### config.mk
export PLATFORM = sky130hd
export DESIGN_NAME = dhs_suspend_ctrl
export DESIGN_NICKNAME = d
export VERILOG_FILES = /design/src/dhs_pkg.sv /design/src/dhs_suspend_ctrl.sv /design/src/dhs_pin_sync.sv
export VERILOG_INCLUDE_DIRS = /design/src
export SDC_FILE = /design/constraint.sdc
export NUM_CORES = 1
export LEC_CHECK = 0
export ABC_CLOCK_PERIOD_IN_PS = 1910
export BUFFER_PORTS_ARGS = -buffer_cell sky130_fd_sc_hd__buf_2
export CORE_ASPECT_RATIO = 1.75
export CORE_MARGIN = 4
export CORE_UTILIZATION = 34
export CTS_CLUSTER_DIAMETER = 200
export DETAILED_ROUTE_END_ITERATION = 10
export PLACE_DENSITY = 0.8
export SLEW_MARGIN = 20
export SYNTH_ARGS = -nofsm -noshare
export SYNTH_HDL_FRONTEND = slang
export SYNTH_SLANG_ARGS = --single-unit
### constraint.sdc
create_clock -name clk_in -period 1.91 [get_ports clk_in]
set_clock_uncertainty 0.15 [all_clocks]
set_input_delay 0.191 -clock clk_in [delete_from_list [all_inputs] [get_ports clk_in]]
set_output_delay 0.191 -clock clk_in [all_outputs]
set_load 0.005 [all_outputs]
### src/dhs_defs.svh
// offsets, field positions, reset values and codes for the debug halt suspend block
`ifndef DHS_DEFS_SVH
`define DHS_DEFS_SVH
`define DHS_CTRL_ADDR 20'h00070
`define DHS_CFG_AW 20
`define DHS_FREE_BIT 0
`define DHS_SOFT_BIT 1
`define DHS_CTRL_RESET 2'h0
`define DHS_CTRL_WMASK 32'h0000_0003
`define DHS_ST_HALT_BIT 10
`define DHS_ST_STATE_LSB 24
`define DHS_TOP_IDLE 4'h0
`define DHS_TOP_FIRST 4'h1
`define DHS_TOP_LAST 4'he
`define DHS_SYNC_STAGES 3
`endif

### src/dhs_pkg.sv
// types for the debug halt suspend block
package dhs_pkg;
    typedef enum logic [2:0] {
        DHS_RUN,
        DHS_DRAIN,
        DHS_HALTED,
        DHS_RESUME
    } dhs_state_t;
endpackage

### src/dhs_suspend_ctrl.sv
// emulation suspend control for the decoder coprocessor
`timescale 1ns/10ps
`include "dhs_defs.svh"

// What this block does
// upper thirty control bits read zero, ignored
// ignore-halt bit set: run through halt
// ignore-halt clear: halt per select bit
// select 0: halt after pass or frame
// select 1: halt only before final write
// drain bus and pending requests first
// finish asserted sync events and pass
// pass mode: no new events while halted
// release resumes from halted state normally
// frame mode: hold next frame sync events
// state 14 ignores request until state 0
// state 0 or 1 acknowledges without DMA
// acknowledged state 1 masks access errors
// realtime suspend unused, bit 2 reserved
// status bit 10 shows debug halt
// status bits 27:24 show top state
// control register at address 0x00070
// request is a level, held while high
module dhs_suspend_ctrl
    import dhs_pkg::*;
(
    input wire logic clk_in, // core clock, 100 MHz
    input wire logic srst_in, // synchronous reset
    input wire logic cfg_wr_in, // config bus write strobe
    input wire logic cfg_rd_in, // config bus read strobe
    input wire logic [`DHS_CFG_AW-1:0] cfg_addr_in, // config bus address
    input wire logic [31:0] cfg_wdata_in, // config bus write data
    output logic [31:0] cfg_rdata_out, // control register readback
    output logic [31:0] status_word_out, // halt flag and top state
    input wire logic emu_suspend_in, // cpu emulation halt request pin
    input wire logic realtime_suspend_input, // realtime suspend, unused
    output logic emu_ack_out, // suspend acknowledge
    input wire logic [3:0] core_state_in, // decoder top-level state
    input wire logic pass_end_in, // decoding pass finished
    input wire logic frame_end_in, // decode done, before final write event
    input wire logic frame_start_in, // core wants to start next frame
    input wire logic bus_busy_in, // bus transfer in progress
    input wire logic req_pending_in, // cpu or dma request pending
    input wire logic dma_active_in, // dma transaction active
    input wire logic read_sync_req_in, // core raises read event
    input wire logic write_sync_req_in, // core raises write event
    input wire logic mem_err_in, // memory access error from core
    input wire logic int_req_in, // coprocessor interrupt from core
    output logic read_sync_event_out, // read event to cpu or dma
    output logic write_sync_event_out, // write event to cpu or dma
    output logic core_stall_out, // pause decoder core
    output logic frame_start_ok_out, // next frame may begin
    output logic mem_err_out, // gated memory access error
    output logic int_out // gated coprocessor interrupt
);
    // ****************************************
    // control register
    // ****************************************
    logic [1:0] ctrl_q;
    wire ctrl_hit = (cfg_addr_in == `DHS_CTRL_ADDR);
    wire ctrl_wr = cfg_wr_in && ctrl_hit;
    wire free_bit = ctrl_q[`DHS_FREE_BIT];
    wire soft_bit = ctrl_q[`DHS_SOFT_BIT];
    logic [31:0] rdata_q;

    always_ff @(posedge clk_in) begin
        if (srst_in) begin
            ctrl_q <= `DHS_CTRL_RESET;
        end else if (ctrl_wr) begin
            // bit 2 and above dropped on write
            ctrl_q <= cfg_wdata_in[1:0];
        end
    end

    // unmapped reads return zero
    wire [31:0] rd_word = ctrl_hit ? {30'h0, ctrl_q} : 32'h0;

    always_ff @(posedge clk_in) begin
        if (srst_in) begin
            rdata_q <= 32'h0;
        end else if (cfg_rd_in) begin
            rdata_q <= rd_word;
        end
    end

    assign cfg_rdata_out = rdata_q;

    // ****************************************
    // request synchronisation
    // ****************************************
    logic susp_level;

    dhs_pin_sync u_susp_sync (
        .clk_in(clk_in),
        .srst_in(srst_in),
        .pin_in(emu_suspend_in),
        .level_out(susp_level)
    );

    // ****************************************
    // halt sequencing
    // ****************************************
    dhs_state_t state_q;
    dhs_state_t state_d;
    logic sync_busy_q;
    logic ack_q;
    logic frame_held_q;

    wire halt_req = susp_level && !free_bit;
    wire drained = !bus_busy_in && !req_pending_in && !sync_busy_q;
    wire top_ok = (core_state_in == `DHS_TOP_IDLE) || (core_state_in == `DHS_TOP_FIRST);
    wire top_skip = (core_state_in == `DHS_TOP_LAST);
    // pass end or frame end stops in pass mode; frame mode waits for the frame
    wire stop_point = soft_bit ? frame_end_in : (pass_end_in || frame_end_in);
    wire halted = (state_q == DHS_HALTED);
    wire stalling = (state_q == DHS_DRAIN) || halted;

    always_comb begin
        state_d = state_q;
        case (state_q)
            DHS_RUN: begin
                if (halt_req && !top_skip && (stop_point || (soft_bit && frame_held_q))) begin
                    state_d = DHS_DRAIN;
                end
            end
            DHS_DRAIN: begin
                if (!halt_req) begin
                    state_d = DHS_RUN;
                end else if (drained && top_ok && !dma_active_in) begin
                    state_d = DHS_HALTED;
                end
            end
            DHS_HALTED: begin
                if (!susp_level) begin
                    state_d = DHS_RESUME;
                end
            end
            DHS_RESUME: begin
                state_d = DHS_RUN;
            end
            default: begin
                state_d = DHS_RUN;
            end
        endcase
    end

    always_ff @(posedge clk_in) begin
        if (srst_in) begin
            state_q <= DHS_RUN;
        end else begin
            state_q <= state_d;
        end
    end

    // an event already raised before the halt is still let out
    always_ff @(posedge clk_in) begin
        if (srst_in) begin
            sync_busy_q <= 1'b0;
        end else begin
            sync_busy_q <= (read_sync_req_in || write_sync_req_in) && !halted;
        end
    end

    always_ff @(posedge clk_in) begin
        if (srst_in) begin
            ack_q <= 1'b0;
        end else begin
            ack_q <= (state_d == DHS_HALTED);
        end
    end

    // frame mode: a new frame is held while the request stands
    always_ff @(posedge clk_in) begin
        if (srst_in) begin
            frame_held_q <= 1'b0;
        end else if (!halt_req || !soft_bit) begin
            frame_held_q <= 1'b0;
        end else if (frame_end_in) begin
            frame_held_q <= 1'b1;
        end
    end

    // ****************************************
    // outputs to core and partner
    // ****************************************
    logic rd_evt_q;
    logic wr_evt_q;
    logic err_q;
    logic int_q;
    wire mask_mem = ack_q && (core_state_in == `DHS_TOP_FIRST);

    always_ff @(posedge clk_in) begin
        if (srst_in) begin
            rd_evt_q <= 1'b0;
            wr_evt_q <= 1'b0;
            err_q <= 1'b0;
            int_q <= 1'b0;
        end else begin
            rd_evt_q <= read_sync_req_in && !halted;
            wr_evt_q <= write_sync_req_in && !halted;
            err_q <= mem_err_in && !mask_mem;
            int_q <= int_req_in && !mask_mem;
        end
    end

    assign read_sync_event_out = rd_evt_q;
    assign write_sync_event_out = wr_evt_q;
    assign mem_err_out = err_q;
    assign int_out = int_q;
    assign emu_ack_out = ack_q;
    assign core_stall_out = halted || (stalling && drained);
    assign frame_start_ok_out = frame_start_in && !frame_held_q && !halted;

    // ****************************************
    // status
    // ****************************************
    logic [31:0] status_q;

    // realtime input deliberately left unread
    always_ff @(posedge clk_in) begin
        if (srst_in) begin
            status_q <= 32'h0;
        end else begin
            status_q <= 32'h0;
            // taken from the next state so the flag moves with the acknowledge
            status_q[`DHS_ST_HALT_BIT] <= (state_d == DHS_HALTED);
            status_q[`DHS_ST_STATE_LSB +: 4] <= core_state_in;
        end
    end

    assign status_word_out = status_q;
endmodule

### src/dhs_pin_sync.sv
// three-stage synchroniser with agreement filter for a pin input
`timescale 1ns/10ps
module dhs_pin_sync (
    input wire logic clk_in, // core clock
    input wire logic srst_in, // synchronous reset
    input wire logic pin_in, // asynchronous level
    output logic level_out // filtered level
);
    logic [2:0] stage_q;
    logic level_q;
    wire agree = (stage_q[1] == stage_q[2]);

    always_ff @(posedge clk_in) begin
        if (srst_in) begin
            stage_q <= 3'h0;
            level_q <= 1'b0;
        end else begin
            stage_q <= {stage_q[1:0], pin_in};
            if (agree) begin
                level_q <= stage_q[2];
            end
        end
    end

    assign level_out = level_q;
endmodule

Yosys cells after proc, flatten, opt, wreduce, memory -nomap -nowiden
Cells that the tools add are included.
W data, S select, Z words.
- register bits after elaboration: 80
- word-level logic and storage cells: 67
- equality and inequality tests: 7
- multiplexer cells: 7
- reductions and logical operators: 39
- operator list (kind ; count):
    $eq A20 B7 Y1 const B ; 1
    $logic_and A1 B1 Y1 ; 18
    $mux W3 ; 4
    $logic_not A1 Y1 ; 11
    $pmux W3 S3 ; 1
    $logic_or A1 B1 Y1 ; 7
    $eq A3 B2 Y1 const B ; 2
    $eq A4 B1 Y1 const B ; 1
    $eq A4 B4 Y1 const B ; 1
    $logic_not A4 Y1 ; 1
    $eq A3 B1 Y1 const B ; 1
    $logic_not A3 Y1 ; 1
    $mux W2 ; 1
    $reduce_or A2 Y1 ; 1
    $eq A1 B1 Y1 ; 1
    $mux W1 ; 1

Depth between registers and ports, before layout
- depth in word-level cells: 9
- gate-level depth with buffers: 4

Cells and area by module
From an unflattened synthesis, not the netlist that was laid out.
- cell total of the unflattened synthesis: 144
- area total of the unflattened synthesis: 1272.5 um^2
- by module, submodules not included (module ; times used ; cells each ; area an instance (um^2) ; seq. area each (um^2)):
    dhs_suspend_ctrl ; 1 ; 134 ; 1159.9 ; 360.3
    dhs_pin_sync ; 1 ; 10 ; 112.6 ; 80.1

Worst setup path before layout
OpenSTA, ideal clock, no wires.
- path kind: input -> register
- start point: in cfg_addr_in[1]
- end point: reg ctrl_q[0]
- arrival: 1.321 ns
- path slack: 0.307 ns
- stages on the path: 4
- path buffers: 0
- path through: or4_4 > or4_1 > o21ai_0 > a21oi_1
- cells in the longest elaborated chain, start to end: 2
- ends and longest elaborated chain (what ; line ; RTL):
    start, declared ; dhs_suspend_ctrl.sv:31 ; input wire logic [`DHS_CFG_AW-1:0] cfg_addr_in,
    $eq A20 B7 Y1 (no line) ; - ;
    $logic_and A1 B1 Y1 ; dhs_suspend_ctrl.sv:61 ; wire ctrl_wr = cfg_wr_in && ctrl_hit;
    end signal, assigned ; dhs_suspend_ctrl.sv:68 ; ctrl_q <= `DHS_CTRL_RESET;
    end signal, assigned ; dhs_suspend_ctrl.sv:71 ; ctrl_q <= cfg_wdata_in[1:0];
    end, declared ; dhs_suspend_ctrl.sv:59 ; logic [1:0] ctrl_q;
No other way between the ends.
A chain may end at the register's enable or synchronous reset.

Worst setup path in the final report
- start point: reg sync_busy_q
- end point: reg status_q[10], in the netlist status_word_out[10]
- cells in the longest elaborated chain, start to end: 8
- ends and longest elaborated chain (what ; line ; RTL):
    start, declared ; dhs_suspend_ctrl.sv:105 ; logic sync_busy_q;
    start signal, assigned ; dhs_suspend_ctrl.sv:160 ; sync_busy_q <= (read_sync_req_in || write_sync_req_in) && !halted;
    $logic_not A1 Y1 ; dhs_suspend_ctrl.sv:110 ; wire drained = !bus_busy_in && !req_pending_in && !sync_busy_q;
    $logic_and A1 B1 Y1 ; dhs_suspend_ctrl.sv:110 ;
    $logic_and A1 B1 Y1 (2 in a row) ; dhs_suspend_ctrl.sv:129 ; end else if (drained && top_ok && !dma_active_in) begin
    $mux W3 ; dhs_suspend_ctrl.sv:129 ;
    $mux W3 ; dhs_suspend_ctrl.sv:127 ; if (!halt_req) begin
    $pmux W3 S3 ; dhs_suspend_ctrl.sv:120 ; case (state_q)
    $eq A3 B2 Y1 ; dhs_suspend_ctrl.sv:226 ; status_q[`DHS_ST_HALT_BIT] <= (state_d == DHS_HALTED);
    end signal, assigned by index ; dhs_suspend_ctrl.sv:226 ;
    end signal, assigned by index ; dhs_suspend_ctrl.sv:227 ; status_q[`DHS_ST_STATE_LSB +: 4] <= core_state_in;
    end, declared ; dhs_suspend_ctrl.sv:217 ; logic [31:0] status_q;
No other way between the ends.

==> results.ini <==
[sta]
hold_viol_final=0
setup_violations=0
rsz0062_at_grt=no
tns_ps=0
final.period_utilization_pct=87.9
fmax_mhz=596
period_minus_slack_ps=1680
drv_slew=0

[pwr]
power_frac_seq_pct=51.3
p_sw_mw=0.219
ir_drop_mv=0.256
swShare_pct=23.6
clkPwrFrac_pct=35.8
p_per_area_mw_per_mm2=623
p_int_mw=0.711
comb_power_share_pct=12.8
p_leak_nw=0.737

[logic_synthesis]
ys_ff_latch=22
synth_area_sq_mm=0.00130
async_flop_share_pct=0
synth_edf_count=0
yosysSeqAreaShare_pct=34.0
synth.distinct_cells=32
avgSynthCellArea_sq_um=8.94
ys_warn_count=0
syn_inst=145
ys.flop_type=dfxtp_1

[routing]
vias=1040
remaining_drc_errors=0
wl_per_cell_um=11.2
via_per_inst=4.14
final_antenna_net_count=0
initialDrtViolationCount=12
firstDrtPassIters=4
wirelength_mm=2.82

[setup_path]
startpoint_type=flop
endpoint_kind=flop
critPathSlowestCell=nor4_1
reg2reg_slack_ps=230
cp-startpoint=sync_busy_q$_SDFF_PP0_
cpPeakStageDelay_ps=390
path_cells=nor4_1 -> a41oi_1 -> a2111oi_2 -> and3_1
path_class=flop to flop
crit_arrival_ps=1740
path_max_fanout=2
r2r-start=sync_busy_q$_SDFF_PP0_
critical_path_required_ps=1970

[global_routing]
gr-total-overflow=0
antenna_found_initial=0
grt_pass1_vias=967
grt_first_pass_wirelength_mm=4.03
met1_usage_pct=11.0
grtUsageTotal_pct=11.6
grt_max_degree=18
grtUsageMet2_pct=22.5
grtUsageMet3_pct=1.82
grt_busiest_layer=met2

[cts]
cts_tree=built
clk_pin_slew_worst_paths_ps=80
cts_made_buffers=3
h-tree-depth=1
clk_latency_ps=260
root_buffer=clkbuf_8
cts_sinks=22
cts.path.max_buffers=2

[placement]
place_congestion=0.727
portBuffers=54
dpl.hpwl_mm=2.37

[floorplanning]
num_rows=29
core_sq_mm=0.00366
initial_core_util_pct=35.4
die-area_sq_mm=0.00490
die_y_um=89.7
ioPinCount=143
die_w_um=54.7

[outcome]
status=finished, final reports clean

[layout]
area_delta_synth_final_pct=15.3
nNetsFinal=278
fin_util_pct=40.8
num_antenna_cells=0
final_layout_size_suffix_gt1_share_pct=31.7

[worst_hold_path]
hold_class=primary input to flop
hp-start=write_sync_req_in

[job]
maxCapViolations=0

-- logic make-up (layout without fill, tap and decap cells) --
family | Yosys count | after routing | synth area share, %
mux | 1 | 1 | 0.869
compound gates | 15 | 15 | 7.53
buf+inv | 62 | 65 | 34.7
other cells | 1 | 58 | 0.289
flops | 22 | 22 | 34.0
simple gates | 44 | 44 | 22.6
-- flip-flops by register name, summed over array words and instances (netlist names), 2 cells and up --
name	cells
status_word_out	5
state_q	3
u_susp_sync.stage_q	3
cfg_rdata_out	2
ctrl_q	2
-- path summary, 6_finish.rpt --
kind | end | cells past startpoint
worst max-delay path | status_word_out[10]$_SDFF_PP0_ | 4
worst min-delay path | write_sync_event_out$_SDFF_PP0_ | 2
worst max register to register | status_word_out[10]$_SDFF_PP0_ | 4
worst min register to register | u_susp_sync.stage_q[1]$_SDFF_PP0_ | 1
-- power by group through the flow --
stage                     Clock [mW]  Sequential (mW)  Combinational (mW)
after floorplan                    0            0.490               0.133
after global placement             0            0.488               0.108
after detailed placement           0            0.489               0.110
after CTS                      0.343            0.478               0.117
after global routing           0.364            0.480               0.139
final                          0.333            0.478               0.119
-- cells in the final DEF (no fill, tap or decap) --
master,netlist,routed
nor3_1,3,3
or2_2,2,2
a31oi_1,1,1
clkbuf_8,0,4
mux2_2,1,1
nand2b_1,3,3
nor4b_1,1,1
nand3_1,1,1
a32oi_1,1,1
nand2_1,4,4
o2111ai_1,1,1
nand4b_1,1,1
nand3b_1,1,1
a21oi_1,7,7
a41oi_1,1,1
nor3b_2,1,1
dfxtp_1,22,22
buf_2,0,54
a2111oi_2,1,1
nor4b_4,1,1
and3_1,2,2
o21ai_0,3,3
dlygate4sd3_1,0,4
or4_1,1,1
inv_1,3,3
or4_4,1,1
and2_1,4,4
nor2_1,2,2
nand4_1,4,4
conb_1,1,58
nor2b_1,7,7
nor3b_1,1,1
nor4_1,4,4
-- critical path, delay by kind of cell, from the launching register on --
family             cells  cell delay, ps
AOI/OAI and AO/OA      2             560
DFF                    1             310
and+or+nand+nor        2             600
-- per-layer routing --
layer | routed length, um | vias to the layer above
met4 | 49 | 0
met1 | 884 | 444
li1 | - | 494
met5 | 0 | -
met3 | 461 | 5
met2 | 1430 | 97
-- area by class of cell --
class                      instances  area, sq um
fill                             389         2170
tap                               46         57.6
clock buffer                       4         55.1
multi-input combinational        118          619
inverter                           3         11.3
timing repair buffer              58          310
sequential                        22          440
-- synthesized netlist by cell type, types with 2 or more instances --
master | number | area [sq um]
inv_1 | 3 | 11.3
and2_1 | 4 | 25.0
buf_4 | 58 | 435
nand2_1 | 4 | 15.0
nor2_1 | 2 | 7.51
nor3_1 | 3 | 15.0
o21ai_0 | 3 | 15.0
nor4_1 | 4 | 25.0
nor2b_1 | 7 | 43.8
dfxtp_1 | 22 | 440
or2_2 | 2 | 12.5
nand4_1 | 4 | 25.0
and3_1 | 2 | 12.5
nand2b_1 | 3 | 18.8
a21oi_1 | 7 | 35.0
-- per-stage QoR --
step	total power, mW	hold WS (ps)	setup slack (ps)	area, sq um	instances
finish	0.930	8.47	231	1490	251
global route	0.983	19.8	72.4	1490	251
CTS	0.937	0.578	188	1490	251
detailed placement	0.599	252	131	1400	243
global placement	0.596	246	156	1400	243
floorplan	0.623	113	307	1510	202
-- what timing repair did --
item / CTS / global route
hold buffers: 4 / 0
setup buffers: 0 / 0
gates resized for setup: 0 / 0
endpoints found under the hold margin: 4 / 0
Power figures use the tool's default switching activity.
